===== src/common/mmr_regs.svh =====
// Register offsets, field positions, reset values and ranges of the meter register bank.
// Assumes a 16-bit register address and 16-bit two's complement data.
`ifndef MMR_REGS_SVH
`define MMR_REGS_SVH

`define MMR_OFF_MEAS 8'h01
`define MMR_OFF_COND 8'h02
`define MMR_OFF_DP 8'h03
`define MMR_OFF_OUTS 8'h04
`define MMR_OFF_PEAK 8'h06
`define MMR_OFF_SPAN 8'h10
`define MMR_OFF_CURVE 8'h11
`define MMR_OFF_SMOOTH 8'h12
`define MMR_OFF_DP_MIR 8'h13
`define MMR_OFF_SC_BOT 8'h14
`define MMR_OFF_SC_TOP 8'h15
`define MMR_OFF_UTOL 8'h16
`define MMR_OFF_OTOL 8'h17
`define MMR_OFF_NODE 8'h20
`define MMR_OFF_IDENT 8'h21
`define MMR_OFF_RATE 8'h22
`define MMR_OFF_PERMIT 8'h23
`define MMR_OFF_LOCKS 8'h24
`define MMR_OFF_WAIT 8'h25
`define MMR_OFF_SILENCE 8'h27
`define MMR_OFF_BRIGHT 8'h2D
`define MMR_OFF_ENTRY 8'h2F

`define MMR_BIT_RELAY1 0
`define MMR_BIT_RELAY2 1
`define MMR_BIT_ALARM 4

`define MMR_COND_VALID 16'h0000
`define MMR_COND_OVER 16'h00A0
`define MMR_COND_UNDER 16'h0060

`define MMR_VAL_MIN 16'hFC19
`define MMR_VAL_MAX 16'h270F
`define MMR_UTOL_MAX 16'h03E7
`define MMR_OTOL_MAX 16'h00C7
`define MMR_NODE_MAX 16'h00C7
`define MMR_DP_MAX 16'h0003
`define MMR_SPAN_MAX 16'h0005
`define MMR_CURVE_MAX 16'h0003
`define MMR_SMOOTH_MAX 16'h0005
`define MMR_RATE_MAX 16'h0007
`define MMR_PERMIT_MAX 16'h0001
`define MMR_LOCKS_MAX 16'h000F
`define MMR_WAIT_MAX 16'h0005
`define MMR_SILENCE_MAX 16'h0063
`define MMR_BRIGHT_MIN 16'h0001
`define MMR_BRIGHT_MAX 16'h0008
`define MMR_ENTRY_MAX 16'h0001

`define MMR_RST_DP 2'h0
`define MMR_RST_SPAN 3'h1
`define MMR_RST_CURVE 2'h0
`define MMR_RST_SMOOTH 3'h0
`define MMR_RST_SC_BOT 16'h0000
`define MMR_RST_SC_TOP 16'h03E8
`define MMR_RST_UTOL 10'h000
`define MMR_RST_OTOL 8'h00
`define MMR_RST_NODE 8'h01
`define MMR_RST_RATE 3'h3
`define MMR_RST_PERMIT 1'h1
`define MMR_RST_LOCKS 4'h0
`define MMR_RST_WAIT 3'h0
`define MMR_RST_SILENCE 7'h00
`define MMR_RST_BRIGHT 4'h8
`define MMR_RST_ENTRY 1'h0

`define MMR_EXC_NONE 8'h00
`define MMR_EXC_ADDR 8'h02
`define MMR_EXC_DATA 8'h03
`define MMR_EXC_PERM 8'h08

`endif


===== src/common/mmr_pkg.sv =====
// Types of the meter register bank.
// Offsets and constants live in mmr_regs.svh.
package mmr_pkg;
	typedef enum logic [2:0] {
		MMR_SPAN_0_20MA,
		MMR_SPAN_4_20MA,
		MMR_SPAN_0_10V,
		MMR_SPAN_2_10V,
		MMR_SPAN_0_5V,
		MMR_SPAN_1_5V,
		MMR_SPAN_BAD6,
		MMR_SPAN_BAD7
	} mmr_span_e;
	typedef enum logic [1:0] {
		MMR_CURVE_LINEAR,
		MMR_CURVE_SQUARE,
		MMR_CURVE_ROOT,
		MMR_CURVE_USER
	} mmr_curve_e;
	typedef enum logic [1:0] {
		MMR_ST_IDLE,
		MMR_ST_READ,
		MMR_ST_WRITE
	} mmr_state_e;
endpackage


===== src/mmr_range_check.sv =====
// Range checker for values written into the register bank.
// Purely combinational; the bank registers its result.
`timescale 1ns/10ps
`include "mmr_regs.svh"
module mmr_range_check (
	// Target register and candidate value
	input wire logic [7:0] addr,
	input wire logic [15:0] wdata,
	// Verdict
	output logic writable,
	output logic in_range
);
	function automatic logic le_u(input logic [15:0] v, input logic [15:0] hi);
		le_u = (v <= hi);
	endfunction

	function automatic logic in_signed(input logic [15:0] v);
		in_signed = ($signed(v) >= $signed(`MMR_VAL_MIN)) && ($signed(v) <= $signed(`MMR_VAL_MAX));
	endfunction

	always_comb begin
		writable = 1'b1;
		in_range = 1'b0;
		case (addr)
			`MMR_OFF_DP, `MMR_OFF_DP_MIR: in_range = le_u(wdata, `MMR_DP_MAX);
			`MMR_OFF_OUTS: in_range = 1'b1;
			`MMR_OFF_SPAN: in_range = le_u(wdata, `MMR_SPAN_MAX);
			`MMR_OFF_CURVE: in_range = le_u(wdata, `MMR_CURVE_MAX);
			`MMR_OFF_SMOOTH: in_range = le_u(wdata, `MMR_SMOOTH_MAX);
			`MMR_OFF_SC_BOT, `MMR_OFF_SC_TOP: in_range = in_signed(wdata);
			`MMR_OFF_UTOL: in_range = le_u(wdata, `MMR_UTOL_MAX);
			`MMR_OFF_OTOL: in_range = le_u(wdata, `MMR_OTOL_MAX);
			`MMR_OFF_NODE: in_range = le_u(wdata, `MMR_NODE_MAX);
			`MMR_OFF_RATE: in_range = le_u(wdata, `MMR_RATE_MAX);
			`MMR_OFF_PERMIT: in_range = le_u(wdata, `MMR_PERMIT_MAX);
			`MMR_OFF_LOCKS: in_range = le_u(wdata, `MMR_LOCKS_MAX);
			`MMR_OFF_WAIT: in_range = le_u(wdata, `MMR_WAIT_MAX);
			`MMR_OFF_SILENCE: in_range = le_u(wdata, `MMR_SILENCE_MAX);
			`MMR_OFF_BRIGHT: in_range = (wdata >= `MMR_BRIGHT_MIN) && le_u(wdata, `MMR_BRIGHT_MAX);
			`MMR_OFF_ENTRY: in_range = le_u(wdata, `MMR_ENTRY_MAX);
			default: writable = 1'b0;
		endcase
	end
endmodule


===== src/mmr_bank.sv =====
// Holding-register bank of a panel meter, reached by the serial protocol engine.
// Assumes the engine decodes frames and presents one register access at a time,
// on the same clock; the measurement path feeds value, condition and extreme.
`timescale 1ns/10ps
`include "mmr_regs.svh"
module mmr_bank #(
	parameter logic [15:0] IDENT_CODE = 16'h5A5A // Arbitrary value
) (
	// Clock and reset
	input wire logic clk,
	input wire logic resetn,
	// Access from the protocol engine
	input wire logic acc_valid,
	input wire logic [7:0] acc_func,
	input wire logic [15:0] acc_addr,
	input wire logic [15:0] acc_wdata,
	output logic acc_done,
	output logic [15:0] acc_rdata,
	output logic [7:0] acc_exc,
	// Local front-panel permit restore
	input wire logic local_permit_set,
	// Measurement path, same clock
	input wire logic [15:0] meas_value,
	input wire logic meas_over,
	input wire logic meas_under,
	input wire logic [15:0] extreme_value,
	input wire logic alarm_led,
	// Settings to the rest of the meter
	output logic first_relay,
	output logic second_relay,
	output logic [1:0] decimal_position,
	output mmr_pkg::mmr_span_e input_span,
	output mmr_pkg::mmr_curve_e curve,
	output logic [2:0] smoothing_rate,
	output logic [15:0] scale_bottom,
	output logic [15:0] scale_top,
	output logic [9:0] under_tolerance,
	output logic [7:0] over_tolerance,
	output logic [7:0] node_address,
	output logic [2:0] line_rate,
	output logic remote_write_permit,
	output logic [3:0] menu_lock_flags,
	output logic [2:0] reply_extra_wait,
	output logic [6:0] link_silence_limit,
	output logic [3:0] display_intensity,
	output logic glide_entry
);
	localparam logic [7:0] FN_READ = 8'h03;
	localparam logic [7:0] FN_WR1 = 8'h06;
	localparam logic [7:0] FN_WRN = 8'h10;
	localparam logic [7:0] EXC_FUNC = 8'h01;

	logic [1:0] dp_r, dp_nxt;
	mmr_pkg::mmr_span_e span_r, span_nxt;
	mmr_pkg::mmr_curve_e curve_r, curve_nxt;
	logic [2:0] smooth_r, smooth_nxt;
	logic [15:0] bot_r, bot_nxt;
	logic [15:0] top_r, top_nxt;
	logic [9:0] utol_r, utol_nxt;
	logic [7:0] otol_r, otol_nxt;
	logic [7:0] node_r, node_nxt;
	logic [2:0] rate_r, rate_nxt;
	logic permit_r, permit_nxt;
	logic [3:0] locks_r, locks_nxt;
	logic [2:0] wait_r, wait_nxt;
	logic [6:0] silence_r, silence_nxt;
	logic [3:0] bright_r, bright_nxt;
	logic entry_r, entry_nxt;
	logic relay1_r, relay1_nxt;
	logic relay2_r, relay2_nxt;
	logic done_r, done_nxt;
	logic [15:0] rdata_r, rdata_nxt;
	logic [7:0] exc_r, exc_nxt;

	logic writable;
	logic in_range;
	logic [15:0] rd_word;
	logic rd_ok;
	logic is_write;
	logic wr_go;

	mmr_range_check u_check (
		.addr(acc_addr[7:0]),
		.wdata(acc_wdata),
		.writable(writable),
		.in_range(in_range)
	);

	// Read multiplexer; unmapped offsets flag an address exception
	always_comb begin
		rd_ok = (acc_addr[15:8] == 8'h00);
		rd_word = 16'h0000;
		case (acc_addr[7:0])
			`MMR_OFF_MEAS: rd_word = meas_value;
			`MMR_OFF_COND: begin
				if (meas_over) begin
					rd_word = `MMR_COND_OVER;
				end else if (meas_under) begin
					rd_word = `MMR_COND_UNDER;
				end else begin
					rd_word = `MMR_COND_VALID;
				end
			end
			`MMR_OFF_DP, `MMR_OFF_DP_MIR: rd_word = {14'h0000, dp_r};
			`MMR_OFF_OUTS: begin
				rd_word = 16'h0000;
				rd_word[`MMR_BIT_RELAY1] = relay1_r;
				rd_word[`MMR_BIT_RELAY2] = relay2_r;
				rd_word[`MMR_BIT_ALARM] = alarm_led;
			end
			`MMR_OFF_PEAK: rd_word = extreme_value;
			`MMR_OFF_SPAN: rd_word = {13'h0000, span_r};
			`MMR_OFF_CURVE: rd_word = {14'h0000, curve_r};
			`MMR_OFF_SMOOTH: rd_word = {13'h0000, smooth_r};
			`MMR_OFF_SC_BOT: rd_word = bot_r;
			`MMR_OFF_SC_TOP: rd_word = top_r;
			`MMR_OFF_UTOL: rd_word = {6'h00, utol_r};
			`MMR_OFF_OTOL: rd_word = {8'h00, otol_r};
			`MMR_OFF_NODE: rd_word = {8'h00, node_r};
			`MMR_OFF_IDENT: rd_word = IDENT_CODE;
			`MMR_OFF_RATE: rd_word = {13'h0000, rate_r};
			`MMR_OFF_PERMIT: rd_word = {15'h0000, permit_r};
			`MMR_OFF_LOCKS: rd_word = {12'h000, locks_r};
			`MMR_OFF_WAIT: rd_word = {13'h0000, wait_r};
			`MMR_OFF_SILENCE: rd_word = {9'h000, silence_r};
			`MMR_OFF_BRIGHT: rd_word = {12'h000, bright_r};
			`MMR_OFF_ENTRY: rd_word = {15'h0000, entry_r};
			default: rd_ok = 1'b0;
		endcase
	end

	// Access decode: function, address, permission, range, in that priority
	always_comb begin
		done_nxt = acc_valid;
		rdata_nxt = 16'h0000;
		exc_nxt = `MMR_EXC_NONE;
		is_write = (acc_func == FN_WR1) || (acc_func == FN_WRN);
		wr_go = 1'b0;
		if (acc_valid) begin
			if ((acc_func != FN_READ) && !is_write) begin
				exc_nxt = EXC_FUNC;
			end else if (!rd_ok) begin
				exc_nxt = `MMR_EXC_ADDR;
			end else if (!is_write) begin
				rdata_nxt = rd_word;
			end else if (!permit_r) begin
				exc_nxt = `MMR_EXC_PERM;
			end else if (!writable || !in_range) begin
				exc_nxt = `MMR_EXC_DATA;
			end else if ((acc_addr[7:0] == `MMR_OFF_PERMIT) && acc_wdata[0]) begin
				// Permit may only be restored from the front panel
				exc_nxt = `MMR_EXC_DATA;
			end else begin
				wr_go = 1'b1;
			end
		end
	end

	// Next values of the setting registers
	always_comb begin
		dp_nxt = dp_r;
		span_nxt = span_r;
		curve_nxt = curve_r;
		smooth_nxt = smooth_r;
		bot_nxt = bot_r;
		top_nxt = top_r;
		utol_nxt = utol_r;
		otol_nxt = otol_r;
		node_nxt = node_r;
		rate_nxt = rate_r;
		permit_nxt = permit_r;
		locks_nxt = locks_r;
		wait_nxt = wait_r;
		silence_nxt = silence_r;
		bright_nxt = bright_r;
		entry_nxt = entry_r;
		relay1_nxt = relay1_r;
		relay2_nxt = relay2_r;
		if (wr_go) begin
			case (acc_addr[7:0])
				`MMR_OFF_DP, `MMR_OFF_DP_MIR: dp_nxt = acc_wdata[1:0];
				`MMR_OFF_OUTS: begin
					relay1_nxt = acc_wdata[`MMR_BIT_RELAY1];
					relay2_nxt = acc_wdata[`MMR_BIT_RELAY2];
				end
				`MMR_OFF_SPAN: span_nxt = mmr_pkg::mmr_span_e'(acc_wdata[2:0]);
				`MMR_OFF_CURVE: curve_nxt = mmr_pkg::mmr_curve_e'(acc_wdata[1:0]);
				`MMR_OFF_SMOOTH: smooth_nxt = acc_wdata[2:0];
				`MMR_OFF_SC_BOT: bot_nxt = acc_wdata;
				`MMR_OFF_SC_TOP: top_nxt = acc_wdata;
				`MMR_OFF_UTOL: utol_nxt = acc_wdata[9:0];
				`MMR_OFF_OTOL: otol_nxt = acc_wdata[7:0];
				`MMR_OFF_NODE: node_nxt = acc_wdata[7:0];
				`MMR_OFF_RATE: rate_nxt = acc_wdata[2:0];
				`MMR_OFF_PERMIT: permit_nxt = 1'b0;
				`MMR_OFF_LOCKS: locks_nxt = acc_wdata[3:0];
				`MMR_OFF_WAIT: wait_nxt = acc_wdata[2:0];
				`MMR_OFF_SILENCE: silence_nxt = acc_wdata[6:0];
				`MMR_OFF_BRIGHT: bright_nxt = acc_wdata[3:0];
				`MMR_OFF_ENTRY: entry_nxt = acc_wdata[0];
				default: dp_nxt = dp_r;
			endcase
		end
		// Front panel wins over a remote clear in the same cycle
		if (local_permit_set) begin
			permit_nxt = 1'b1;
		end
	end

	always_ff @(posedge clk or negedge resetn) begin
		if (!resetn) begin
			dp_r <= `MMR_RST_DP;
			span_r <= mmr_pkg::mmr_span_e'(`MMR_RST_SPAN);
			curve_r <= mmr_pkg::mmr_curve_e'(`MMR_RST_CURVE);
			smooth_r <= `MMR_RST_SMOOTH;
			bot_r <= `MMR_RST_SC_BOT;
			top_r <= `MMR_RST_SC_TOP;
			utol_r <= `MMR_RST_UTOL;
			otol_r <= `MMR_RST_OTOL;
			node_r <= `MMR_RST_NODE;
			rate_r <= `MMR_RST_RATE;
			permit_r <= `MMR_RST_PERMIT;
			locks_r <= `MMR_RST_LOCKS;
			wait_r <= `MMR_RST_WAIT;
			silence_r <= `MMR_RST_SILENCE;
			bright_r <= `MMR_RST_BRIGHT;
			entry_r <= `MMR_RST_ENTRY;
			relay1_r <= 1'b0;
			relay2_r <= 1'b0;
			done_r <= 1'b0;
			rdata_r <= 16'h0000;
			exc_r <= `MMR_EXC_NONE;
		end else begin
			dp_r <= dp_nxt;
			span_r <= span_nxt;
			curve_r <= curve_nxt;
			smooth_r <= smooth_nxt;
			bot_r <= bot_nxt;
			top_r <= top_nxt;
			utol_r <= utol_nxt;
			otol_r <= otol_nxt;
			node_r <= node_nxt;
			rate_r <= rate_nxt;
			permit_r <= permit_nxt;
			locks_r <= locks_nxt;
			wait_r <= wait_nxt;
			silence_r <= silence_nxt;
			bright_r <= bright_nxt;
			entry_r <= entry_nxt;
			relay1_r <= relay1_nxt;
			relay2_r <= relay2_nxt;
			done_r <= done_nxt;
			rdata_r <= rdata_nxt;
			exc_r <= exc_nxt;
		end
	end

	assign acc_done = done_r;
	assign acc_rdata = rdata_r;
	assign acc_exc = exc_r;
	assign first_relay = relay1_r;
	assign second_relay = relay2_r;
	assign decimal_position = dp_r;
	assign input_span = span_r;
	assign curve = curve_r;
	assign smoothing_rate = smooth_r;
	assign scale_bottom = bot_r;
	assign scale_top = top_r;
	assign under_tolerance = utol_r;
	assign over_tolerance = otol_r;
	assign node_address = node_r;
	assign line_rate = rate_r;
	assign remote_write_permit = permit_r;
	assign menu_lock_flags = locks_r;
	assign reply_extra_wait = wait_r;
	assign link_silence_limit = silence_r;
	assign display_intensity = bright_r;
	assign glide_entry = entry_r;
endmodule


===== config.mk =====
export PLATFORM = sky130hd
export DESIGN_NAME = mmr_bank
export DESIGN_NICKNAME = d
export VERILOG_FILES = /design/src/common/mmr_pkg.sv /design/src/mmr_range_check.sv /design/src/mmr_bank.sv
export VERILOG_INCLUDE_DIRS = /design/src /design/src/common
export SDC_FILE = /design/constraint.sdc
export NUM_CORES = 1
export LEC_CHECK = 0
export BUFFER_PORTS_ARGS = -buffer_cell sky130_fd_sc_hd__buf_2
export CORE_AREA = 2 2 151 153
export CTS_BUF_LIST = sky130_fd_sc_hd__clkbuf_16
export DETAILED_ROUTE_END_ITERATION = 8
export DIE_AREA = 0 0 153 155
export GPL_TIMING_DRIVEN = 0
export PLACE_DENSITY_LB_ADDON = 0.15
export SLEW_MARGIN = 10
export SYNTH_ARGS = -nofsm -noshare
export SYNTH_HDL_FRONTEND = slang
export SYNTH_HIERARCHICAL = 1
export SYNTH_SLANG_ARGS = --single-unit

===== constraint.sdc =====
create_clock -name clk -period 4.4 [get_ports clk]
set_clock_uncertainty 0.05 [all_clocks]
set_input_delay 0.22 -clock clk [delete_from_list [all_inputs] [get_ports clk]]
set_output_delay 0.22 -clock clk [all_outputs]
set_load 0.05 [all_outputs]

* Yosys cells after proc, flatten, opt, wreduce, memory -nomap -nowiden
Index checks and enable logic that the tools add are counted.
W data, S select, Z words.
** Storage, ports and cells
- Word-level logic and storage cells :: 122
- Output and inout bits :: 118
- Flip-flop bits (word level) :: 118
** Cells by class
- Multiplexer cells :: 27
- Equal/unequal tests :: 25
- $lt $le $gt $ge :: 12
- Reductions and logical operators :: 37
** Operators by type and width (number)
- $pmux W16 S21 :: 1
- $eq A8 B5 Y1 const B :: 9
- $eq A8 B6 Y1 const B :: 9
- $mux W16 :: 4
- $reduce_and A2 Y1 :: 17
- $le A16 B3 Y1 const B :: 2
- $le A16 B4 Y1 const B :: 2
- $eq A8 B3 Y1 const B :: 3
- $reduce_or A22 Y1 :: 1
- $mux W4 :: 5
- $reduce_or A18 Y1 :: 1
- $eq A8 B2 Y1 const B :: 2
- $ge A16 B1 Y1 const B :: 1
- $ge A16 B11 Y1 const B :: 1
- $le A16 B1 Y1 const B :: 1
- $le A16 B10 Y1 const B :: 1
- $le A16 B15 Y1 const B :: 1
- $le A16 B2 Y1 const B :: 1
- $le A16 B7 Y1 const B :: 1
- $le A16 B8 Y1 const B :: 1
- $mux W1 :: 12
- $pmux W1 S11 :: 1
- $eq A8 B1 Y1 const B :: 1
- $logic_not A8 Y1 :: 1
- 10 further kinds :: 22

* Longest topological paths before layout
Gate-level depths: netlist of the first run.
- Depth in word-level cells :: 13
- Depth in mapped cells :: 12
- Depth with buffers taken out :: 9

* Modules after synthesis
Netlist of the first run, hierarchy kept.
** By module, submodules not included
- mmr_bank :: cells each 482, area each 5985.7 µm², sequential area each 2842.7 µm², instances 1
- mmr_range_check :: cells each 79, area each 504.2 µm², sequential area each 0.0 µm², instances 1

* Worst setup path before layout of the first run
Ideal clock, no wire load.
- Kind :: in2reg
- Start :: input port acc_addr[3]
- End :: register bot_r[10], in the netlist scale_bottom[10]
- Library setup time :: 125 ps
- Arrival :: 2445 ps
- Slack :: 1780 ps
- Stages on the path :: 12
- Path through :: buf_2 > nor3_2 > nand2_1 > a2111oi_2 > nor4_1 > o211ai_1 > nand2_1 > nor4_4 > and2_1 > buf_6 > buf_12 > mux2_4
** On the way
- Cells in the longest elaborated chain, start to end :: 12
- Elaborated cells between the ends (all ways) :: 44
** RTL lines
- start, declared :: RTL line mmr_bank.sv:15 : input wire logic [15:0] acc_addr,
- $eq A8 B5 Y1, or another cell as far along :: RTL line mmr_range_check.sv:24 : case (addr)
- $reduce_or A3 Y1 (no line) / $reduce_or A2 Y1 (equally long branches)
- $pmux W1 S11 (*) :: RTL line mmr_range_check.sv:24
- via in_range :: RTL line mmr_bank.sv:76 : logic in_range;
- $logic_not A1 Y1 (*) :: RTL line mmr_bank.sv:148 : end else if (!writable || !in_range) begin
- $logic_or A1 B1 Y1 (*) :: RTL line mmr_bank.sv:148
- $mux W1 (*) :: RTL line mmr_bank.sv:148
- $mux W1 (*) :: RTL line mmr_bank.sv:146 : end else if (!permit_r) begin
- $mux W1 (*) :: RTL line mmr_bank.sv:144 : end else if (!is_write) begin
- $mux W1 (*) :: RTL line mmr_bank.sv:142 : end else if (!rd_ok) begin
- $mux W1 (*) :: RTL line mmr_bank.sv:140 : if ((acc_func != FN_READ) && !is_write) begin
- $mux W1 (*) :: RTL line mmr_bank.sv:139 : if (acc_valid) begin
- $reduce_and A2 Y1 (no line) (*)
- end signal, assigned :: RTL line mmr_bank.sv:216 : bot_r <= `MMR_RST_SC_BOT;
- end signal, assigned :: RTL line mmr_bank.sv:238 : bot_r <= bot_nxt;
- end, declared :: RTL line mmr_bank.sv:57 : logic [15:0] bot_r, bot_nxt;
The timed path passes the listed nets; every way through them passes the cells marked *.
A chain may end at the register's enable or synchronous reset.

* Worst setup path in the final report of the first run
- Start :: input port acc_addr[3]
- End :: register top_r[15], in the netlist scale_top[15]
** On the way
- Cells in the longest elaborated chain, start to end :: 12
- Elaborated cells between the ends (all ways) :: 44
** RTL lines
- $eq A8 B5 Y1, or another cell as far along :: RTL line mmr_range_check.sv:24
- $reduce_or A3 Y1 (no line) / $reduce_or A2 Y1 (equally long branches)
- $pmux W1 S11 (*) :: RTL line mmr_range_check.sv:24
- via in_range :: RTL line mmr_bank.sv:76
- $logic_not A1 Y1 (*) :: RTL line mmr_bank.sv:148
- $logic_or A1 B1 Y1 (*) :: RTL line mmr_bank.sv:148
- $mux W1 (*) :: RTL line mmr_bank.sv:148
- $mux W1 (*) :: RTL line mmr_bank.sv:146
- $mux W1 (*) :: RTL line mmr_bank.sv:144
- $mux W1 (*) :: RTL line mmr_bank.sv:142
- $mux W1 (*) :: RTL line mmr_bank.sv:140
- $mux W1 (*) :: RTL line mmr_bank.sv:139
- $reduce_and A2 Y1 (no line) (*)
- end signal, assigned :: RTL line mmr_bank.sv:217 : top_r <= `MMR_RST_SC_TOP;
- end signal, assigned :: RTL line mmr_bank.sv:239 : top_r <= top_nxt;
- end, declared :: RTL line mmr_bank.sv:58 : logic [15:0] top_r, top_nxt;
Marked as above.

==> results.txt, run 1 <==
Placement Rows -> 55
slowest stage delay, CP -> 0.63 ns
Vias per Instance -> 5.396
CTS tree -> yes
CP endpoint kind -> flop
clock-pin slew on the worst setup and hold paths -> 0.06 ns
Tot GR Track Use -> 0.2099
CTS root buffer -> clkbuf_16
P_sw -> 690.1 uW
number of enable flip-flop cells after synthesis -> 0
status -> complete, no violations
critical path peak fanout -> 10
arrival time of the worst setup path -> 3.31 ns
Final GP Congestion -> 0.8390
Core ar. -> 22230 sq um
Worst Max-Slew Pin Slew -> 1.126 ns
Initial Util -> 0.2920
crit-path cells -> buf_2 > buf_2 > nor3_2 > nand2_1 > a2111oi_2 > nor4_1 > o211ai_1 > nand2_1 > nor4_4 > and2_1 > buf_6 > buf_12 > mux2_4
relative slew slack -> 0.2471
number of port buffers -> 191
Crit Path Class -> primary input to flop
initial antenna violation count -> 0
Post-Route Utilization -> 0.3827
Area Overhead vs Synth -> 31.06%
CTS Buf Count -> 17
Fin. Hold Viols -> 0
Routed WL per cell -> 22.93 um
Power Density -> 322.8 nW/um^2
minimum clock period -> 3.059 ns
Worst-Skew Late Latency -> 0.43 ns
Post-Route WL -> 24700 um
max-slew violation count -> 0
gr ovfl total -> 0
cell taking the most area after synthesis -> dfrtp_1
# Max-Cap Violations -> 0
RSZ-0062 raised after global routing -> no
maximum clock frequency -> 0.3269 GHz
slowest cell on the critical path -> nor4_4
Synth Warn # -> 6
Mean Syn Cell Area -> 11.57 sq um
flops & latches, synth -> 113
DP Wirelength -> 18290 um
pin count of the biggest net entering global routing -> 63
dominant synthesized flop cell -> dfrtp_1
1st-iter DRT viols -> 340
first-pass detailed-route iteration total -> 5
Post-synth ARST share -> 1.000
# DRC -> 0
# IOs -> 197
setup TNS -> 0 ns
sw frac -> 0.2514
crit path buf inv count -> 4
WP data required -> 4.66 ns
worst hold path type -> primary input to flop
die height -> 155 um
Nets -> 858
Post-synth top cells -> dfrtp_1, mux2_2, mux2_4, a22oi_1, nor2_1
final setup fails -> 0
first-pass GRT wire length -> 37450 um
Clock power frac -> 0.536
die area -> 23720 sq um
Die Width -> 153 um
Post-DRT Antenna Nets -> 0
Mapped Cells -> 561
count leader, synth -> dfrtp_1
critical path startpoint category -> primary input
PnR worst setup slack -> 1.341 ns
Int Pwr -> 2.055 mW
Comb pwr share -> 0.085
share of cells above drive strength 1 -> 0.4848
Antenna Cells -> 0
htree depth -> 4
post-synthesis sequential area ratio -> 0.4380
Distinct cells, synth -> 84
Vias -> 5811
delay-heaviest family, CP -> simple AND/OR/NAND/NOR gates
synthesized area -> 6490 sq um
Tcrit/Tclk final -> 0.6953
number of global-route vias before repair -> 6024
WHS -> 0.02915 ns
Worst IR Drop VDD -> 0.0002514 V
Leak -> 4.051 nW
pre-CTS setup slack -> 0.9534 ns
CTS resizes -> 0
Seq pwr share -> 0.379
leading post-synthesis cells by cell area -> dfrtp_1, mux2_2, mux2_4, dfstp_2, a22oi_1
Clock Sinks -> 113
CTS max path bufs -> 2
share of the synthesized area in the top cell type -> 0.3894
metrics by stage:
| stage | instance area (sq um) | total power [mW] | std cells |
|---|---|---|---|
| final | 8506 | 2.745 | 1077 |
| after global routing | 8506 | 2.840 | 1077 |
| after CTS | 8497 | 2.775 | 1077 |
| after detailed placement | 7851 | 1.287 | 1042 |
| after global placement | 7818 | 1.279 | 1041 |
| after floorplan | 6505 | 1.160 | 565 |
what timing repair did:
| item | CTS | global route |
|---|---|---|
| endpoints found under the setup margin | 0 | 0 |
| hold buffers | 3 | 0 |
| buffers inserted | 0 | 0 |
| hold endpoints to repair | 47 | 0 |
registers in the layout, indices dropped and copies added, names as in the netlist, 2 cells and up:
signal              flops
acc_exc                 3
reply_extra_wait        3
smoothing_rate          3
scale_bottom           16
menu_lock_flags         4
link_silence_limit      7
line_rate               3
display_intensity       4
acc_rdata              16
scale_top              16
over_tolerance          8
curve                   2
under_tolerance        10
input_span              3
node_address            8
decimal_position        2
worst register-to-register path: stages, from the launching register on:
cell and delay, ns:
dfstp_2 0.58, o21ai_1 0.15, nor4_4 0.53, and2_1 0.24, buf_6 0.16, buf_12 0.17, mux2_4 0.32
cell type report:
cell class	instances	area [sq um]
fill	2262	13720
inverter	5	18.77
sequential	113	2843
clock buffer	17	425.4
tap	285	356.6
clock inverter	15	190.2
buffer	44	295.3
timing repair buffer	195	1020
multi-input combinational	403	3357
layout by cell type (no fill, tap or decap), types with 8 or more instances in the layout:
master,netlist,routed
clkbuf_16,0,17
nand3_1,10,10
nor2_1,29,29
nand2_1,28,28
a22oi_1,30,30
nor3_1,16,16
a31oi_1,14,14
buf_2,18,208
a21oi_1,11,11
o21ai_0,18,18
mux2_1,14,14
mux2_4,31,31
buf_4,10,10
mux2_2,52,52
dfstp_2,12,12
nand4_1,8,8
dfrtp_1,101,101
metal layers:
metal  vias to the layer above  track usage  routed length (um)
met1                      2921       0.2753               11100
met5                         -            0                   0
met2                       258       0.3412               11620
li1                       2595            -                   -
met4                         0      0.08422                 612
met3                        37      0.04262                1367
path summary, 6_finish.rpt:
kind	cells after the start	to	startpoint	slack [ns]
min in group asynchronous	2	scale_top[14]	resetn	0.26
worst min-delay path	2	scale_top[11]	acc_wdata[11]	0.03
worst min register to register	1	under_tolerance[5]	under_tolerance[5]	0.46
max in group asynchronous	3	scale_top[3]	resetn	3.27
worst max-delay path	13	scale_top[15]	acc_addr[3]	1.34
worst max register to register	6	scale_top[15]	remote_write_permit	2.09
cells by family after synthesis:
kind of cell | Yosys count | synth area share
simple gates | 171 | 0.1772
compound gates | 123 | 0.1373
flops | 113 | 0.4380
mux | 102 | 0.1959
buf+inv | 49 | 0.04839
xor+xnor | 2 | 0.002700
other cells | 1 | 0.0005778
power by group through the flow:
| stage | sequential [mW] | combinational [mW] | clock (mW) |
|---|---|---|---|
| finish | 1.04 | 0.232 | 1.47 |
| global route | 1.04 | 0.251 | 1.55 |
| CTS | 1.04 | 0.231 | 1.50 |
| floorplan | 1.06 | 0.0961 | 0 |
| global placement | 1.06 | 0.220 | 0 |
| detailed placement | 1.06 | 0.227 | 0 |
Note: power is estimated with default switching activity, not from simulation.
==> inputs of run 2 (changes only) <==
Clock period 4.4 ns to 2.81 ns, I/O delays scaled along.
==> run 2 against run 1 <==
Net effect: hold slack got worse by 0.0074 ns; sequential share of layout area fell by 1.1 points; clock power rose by 57%; register-to-register slack got worse by 1.3 ns.
==> results.txt, run 2 (same netlist as run 1, synthesis figures left out) <==
initial antenna violation count -> 0 (unchanged)
CTS tree -> yes
hold path cells -> 2 (unchanged)
clock-pin slew on the worst setup and hold paths -> 0.06 ns (about the same)
final setup fails -> 0 (unchanged)
# DRC -> 0 (unchanged)
htree depth -> 4 (unchanged)
Fin. Hold Viols -> 0 (unchanged)
most common cell after layout, fill and taps aside -> buf_2
arrival time of the worst setup path -> 2.91 ns (-0.40 ns)
number of port buffers -> 191 (unchanged)
critical path peak fanout -> 10 (unchanged)
1st-iter DRT viols -> 347 (+2.1%)
critical path startpoint category -> primary input
Power, Total -> 4.321 mW (+57%)
Placement Rows -> 55 (unchanged)
die area -> 23720 sq um (unchanged)
gr ovfl total -> 0 (unchanged)
Die Width -> 153 um (unchanged)
# IOs -> 197 (unchanged)
first-pass detailed-route iteration total -> 6 (+1)
CTS Buf Count -> 17 (unchanged)
RSZ-0062 raised after global routing -> no
Clock Sinks -> 113 (unchanged)
Vias per Instance -> 5.363 (-0.60%)
Area Overhead vs Synth -> 35.49%
status -> complete, no violations
Core ar. -> 22230 sq um (unchanged)
Tot GR Track Use -> 0.2114 (+0.001495)
number of global-route vias before repair -> 6138 (+1.9%)
Final GP Congestion -> 0.8390 (unchanged)
WP data required -> 3.07 ns (-1.59 ns)
pin count of the biggest net entering global routing -> 63 (unchanged)
reg2reg end -> scale_top[15]
most frequent cells in the layout -> buf_2, dfrtp_1, mux2_2
critical path startpoint -> acc_addr[3]
share of cells above drive strength 1 -> 0.4786 (-0.006268)
Nets -> 883 (+2.9%)
max-slew violation count -> 0 (unchanged)
relative slew slack -> 0.2689 (+0.02187)
Antenna Cells -> 0 (unchanged)
Reg2Reg Depth -> 7 (+1)
Power Density -> 491.4 nW/um^2 (+52%)
Initial Util -> 0.2920 (unchanged)
CTS root buffer -> clkbuf_16
HP Start -> acc_wdata[8]
Tcrit/Tclk final -> 0.9458
Worst-Skew Late Latency -> 0.43 ns (about the same)
Leak -> 4.190 nW (+3.4%)
die height -> 155 um (unchanged)
# Max-Cap Violations -> 0 (unchanged)
R2R setup slack -> 0.76 ns (-1.33 ns)
Layout Cells excl Fill -> 1102 (+2.3%)
Post-DRT Antenna Nets -> 0 (unchanged)
Worst IR Drop VDD -> 0.0003954 V (+57%)
CP endpoint kind -> flop
Routed WL per cell -> 22.58 um (-1.6%)
CTS max path bufs -> 2 (unchanged)
worst hold path type -> primary input to flop
Worst Hold End -> scale_top[8]
placed cell count -> 1042 (unchanged)
Crit Path Class -> primary input to flop
maximum clock frequency -> 0.3763 GHz
Post-Route Utilization -> 0.3956 (+0.01295)
DP Wirelength -> 18290 um (unchanged)
minimum clock period -> 2.658 ns
Post-Route WL -> 24880 um (+0.73%)
first-pass GRT wire length -> 37760 um (+0.83%)
Reg-to-Reg Start -> remote_write_permit
Fillers -> 2241 (-0.93%)
Vias -> 5910 (+1.7%)
Worst Max-Slew Pin Slew -> 1.081 ns (-0.04510 ns)
==> run 2: changes by cell type in the layout (fill, tap and decap cells not counted), sizes merged <==
cell,previous run,this run
dlygate4sd3,3,24
buf,229,233
==> run 2: through the flow <==
stage	instance area (sq um)	setup slack (ns)	hold WS [ns]	TNS [ns]
floorplan	6505	0.2691	-0.2051	0
global placement	7818	-0.5456	0.2569	-42.55
detailed placement	7851	-0.5571	0.08613	-43.69
CTS	8715	0.09867	0.005605	0
global route	8793	0.01501	0.03543	0
finish	8793	0.1524	0.02179	0
==> run 2: cell type report <==
| cell class | count | area (sq um) | share of cell area |
|---|---|---|---|
| clock buffers | 17 | 425.4 | 0.04838 |
| clock inverters | 15 | 190.2 | 0.02163 |
| multi-input cells | 403 | 3376 | 0.3839 |
| plain buffers | 44 | 295.3 | 0.03358 |
| repair buffers | 220 | 1289 | 0.1466 |
| inverters | 5 | 18.77 | 0.002134 |
| well taps | 285 | 356.6 | 0.04055 |
| flip-flops and latches | 113 | 2843 | 0.3233 |
==> run 2: how the worst max path moves through the flow <==
stage / to / slack (ns) / cells past startpoint
detailed placement: scale_bottom[13] / -0.56 / 13
CTS: scale_bottom[6] / 0.1 / 14
global route: scale_top[15] / 0.02 / 14
finish: scale_top[15] / 0.15 / 14
floorplan: scale_bottom[10] / 0.27 / 12
global placement: scale_bottom[12] / -0.55 / 13
==> run 2: where the power goes <==
part / internal [mW] / total, mW / switching [mW]
Combinational: 0.126 / 0.383 / 0.257
Clock: 1.48 / 2.31 / 0.831
Sequential: 1.63 / 1.63 / 0.000469
Total: 3.23 / 4.32 / 1.09
==> run 2: what timing repair did <==
action	in CTS	in global routing
hold endpoints to repair	74	0
setup endpoints to repair	74	94
hold buffers	24	0
gates resized for setup	0	7
pin swaps	1	2
buffers inserted	1	3
==> run 2: metal layers <==
metal / share of wire / wire length (um) / up-vias / track usage
met5: 0 / 0 / - / 0
met4: 0.029 / 722 / 0 / 0.08730
met3: 0.055 / 1357 / 43 / 0.04067
met2: 0.47 / 11630 / 252 / 0.3447
met1: 0.45 / 11170 / 2974 / 0.2768
li1: - / - / 2641 / -
==> run 2: worst max-delay path, stage by stage <==
cell and delay (ns):
buf_2 0.17, buf_2 0.20, nor4_2 0.43, o2111ai_1 0.18, nor3_1 0.17, o2111ai_1 0.15
o211ai_1 0.16, nand2_2 0.12, nor4_4 0.23, buf_6 0.18, and2_1 0.15, buf_6 0.16
buf_12 0.16, mux2_4 0.31
==> inputs of run 3 (changes only) <==
==> constraint.sdc (replaced) <==
create_clock -name clk -period 2.81 [get_ports clk]
set_clock_uncertainty 0.05 [all_clocks]
set_input_delay 0.4215 -clock clk [delete_from_list [all_inputs] [get_ports clk]]
set_output_delay 0.4215 -clock clk [all_outputs]
set_load 0.05 [all_outputs]
==> run 3 against run 2 <==
Net effect: largest power group unchanged; critical path depth is 1 lower; register-to-register slack better by 0.04 ns; first-iteration DRC count is 4.0% lower; utilization is 0.71 points lower.
==> results.txt, run 3 (same netlist as run 1, synthesis figures left out) <==
max-slew violation count -> 0 (unchanged)
CTS tree -> yes
Power, Total -> 4.001 mW (-7.4%)
Routed WL per cell -> 23.29 um (+3.2%)
Area Overhead vs Synth -> 33.04%
Layout Cells excl Fill -> 1079 (-2.1%)
Worst IR Drop VDD -> 0.0003442 V (-13%)
final setup fails -> 0 (unchanged)
Vias -> 5837 (-1.2%)
final instance area -> 8635 sq um (-1.8%)
slowest cell on the critical path -> a2111oi_2
die height -> 155 um (unchanged)
htree depth -> 4 (unchanged)
PnR worst setup slack -> 0.1054 ns (-0.04700 ns)
WHS -> 0.1233 ns (+0.1015 ns)
die area -> 23720 sq um (unchanged)
first-pass detailed-route iteration total -> 5 (-1)
setup TNS -> 0 ns (unchanged)
CTS Buf Count -> 17 (unchanged)
1st-iter DRT viols -> 333 (-4.0%)
slowest stage delay, CP -> 0.29 ns (-0.14 ns)
Die Width -> 153 um (unchanged)
arrival time of the worst setup path -> 2.95 ns (+0.04 ns)
Leak -> 4.098 nW (-2.2%)
placed cell count -> 1042 (unchanged)
critical path startpoint category -> primary input
CTS max path bufs -> 2 (unchanged)
clock-pin slew on the worst setup and hold paths -> 0.05 ns (about the same)
minimum clock period -> 2.705 ns (+0.04700 ns)
Final GP Congestion -> 0.8739 (+4.2%)
share of cells above drive strength 1 -> 0.5000 (+0.02142)
# DRC -> 0 (unchanged)
maximum clock frequency -> 0.3697 GHz (-1.7%)
CP endpoint kind -> flop
Antenna Cells -> 0 (unchanged)
Placement Rows -> 55 (unchanged)
Crit Path Class -> primary input to flop
status -> complete, no violations
Vias per Instance -> 5.410 (+0.87%)
pin count of the biggest net entering global routing -> 60 (-4.8%)
first-pass GRT wire length -> 37190 um (-1.5%)
crit-path cells -> buf_4 > nor2b_2 > a32oi_1 > a2111oi_2 > nor4_1 > o211ai_1 > nand2_2 > nor4_4 > buf_6 > and2_4 > buf_12 > clkbuf_16 > mux2_4
Worst-Skew Late Latency -> 0.42 ns (about the same)
Fin. Hold Viols -> 0 (unchanged)
P_sw -> 1.061 mW (-2.5%)
most common cell after layout, fill and taps aside -> buf_2
initial antenna violation count -> 0 (unchanged)
number of port buffers -> 191 (unchanged)
Post-Route Utilization -> 0.3885 (-0.007149)
Clock Sinks -> 113 (unchanged)
Post-DRT Antenna Nets -> 0 (unchanged)
# IOs -> 197 (unchanged)
Int Pwr -> 2.940 mW (-9.0%)
Post-DP Area -> 7851 sq um (unchanged)
Seq pwr share -> 0.408 (+0.031)
number of global-route vias before repair -> 6026 (-1.8%)
# Max-Cap Violations -> 0 (unchanged)
Post-Route WL -> 25140 um (+1.0%)
Tcrit/Tclk final -> 0.9625 (+0.01673)
CTS root buffer -> clkbuf_16
Power Density -> 463.3 nW/um^2 (-5.7%)
pre-CTS setup slack -> -0.8095 ns (-0.2523 ns)
Tot GR Track Use -> 0.2082 (-0.003250)
critical path peak fanout -> 13 (+3)
Core ar. -> 22230 sq um (unchanged)
relative slew slack -> 0.1587 (-0.1102)
sw frac -> 0.2651 (+0.01326)
Fillers -> 2246 (+0.22%)
DP Wirelength -> 18160 um (-0.70%)
most frequent cells in the layout -> buf_2, dfrtp_1, mux2_2
Worst Max-Slew Pin Slew -> 1.252 ns (+0.1702 ns)
Comb pwr share -> 0.093 (+0.004)
gr ovfl total -> 0 (unchanged)
Clock power frac -> 0.499 (-0.035)
WP data required -> 3.06 ns (about the same)
Nets -> 860 (-2.6%)
Initial Util -> 0.2920 (unchanged)
worst hold path type -> primary input to flop
run 3: metal layers:
| layer | vias up | part of all wire | global-route usage |
|---|---|---|---|
| li1 | 2595 | - | - |
| met1 | 2946 | 0.44 | 0.2695 |
| met4 | 0 | 0.027 | 0.07584 |
| met3 | 43 | 0.058 | 0.04178 |
| met5 | - | 0 | 0 |
| met2 | 253 | 0.47 | 0.3468 |
run 3: area by class of cell:
cell class / count / area [sq um] / area share
plain buffers: 41 / 307.8 / 0.03565
clock buffers: 17 / 425.4 / 0.04927
clock inverters: 15 / 111.4 / 0.01290
inverters: 5 / 18.77 / 0.002174
multi-input cells: 403 / 3423 / 0.3965
flip-flops and latches: 113 / 2843 / 0.3292
well taps: 285 / 356.6 / 0.04130
repair buffers: 200 / 1149 / 0.1330
run 3: worst max-delay path, delay by kind of cell:
kind / cells / cell delay (ns)
buffers and inverters: 4 / 0.67
multiplexers: 1 / 0.29
AO/OA/AOI/OAI: 3 / 0.68
AND/OR/NAND/NOR: 5 / 0.87
run 3: power by group through the flow:
stage	sequential (mW)	combinational (mW)	clock, mW
after floorplan	1.67	0.150	0
after global placement	1.66	0.343	0
after detailed placement	1.66	0.354	0
after CTS	1.63	0.362	2.04
after global routing	1.63	0.402	2.12
final	1.63	0.371	2.00
run 3: final timing paths:
kind | to | slack (ns) | startpoint | cells after the start
setup / recovery | scale_top[13] | 0.11 | acc_addr[5] | 13
hold / removal | acc_done | 0.12 | acc_valid | 1
setup reg to reg | scale_top[13] | 0.80 | remote_write_permit | 7
hold reg to reg | under_tolerance[4] | 0.47 | under_tolerance[4] | 1
max in group asynchronous | scale_top[3] | 1.46 | resetn | 3
min in group asynchronous | acc_rdata[14] | 0.50 | resetn | 2
run 3: repair_timing:
item | CTS | global route
setup endpoints to repair | 93 | 92
cloned | 0 | 2
hold buffers | 1 | 0
hold endpoints to repair | 46 | 0
pin swaps | 5 | 7
setup buffers | 4 | 1
resized for setup | 13 | 26
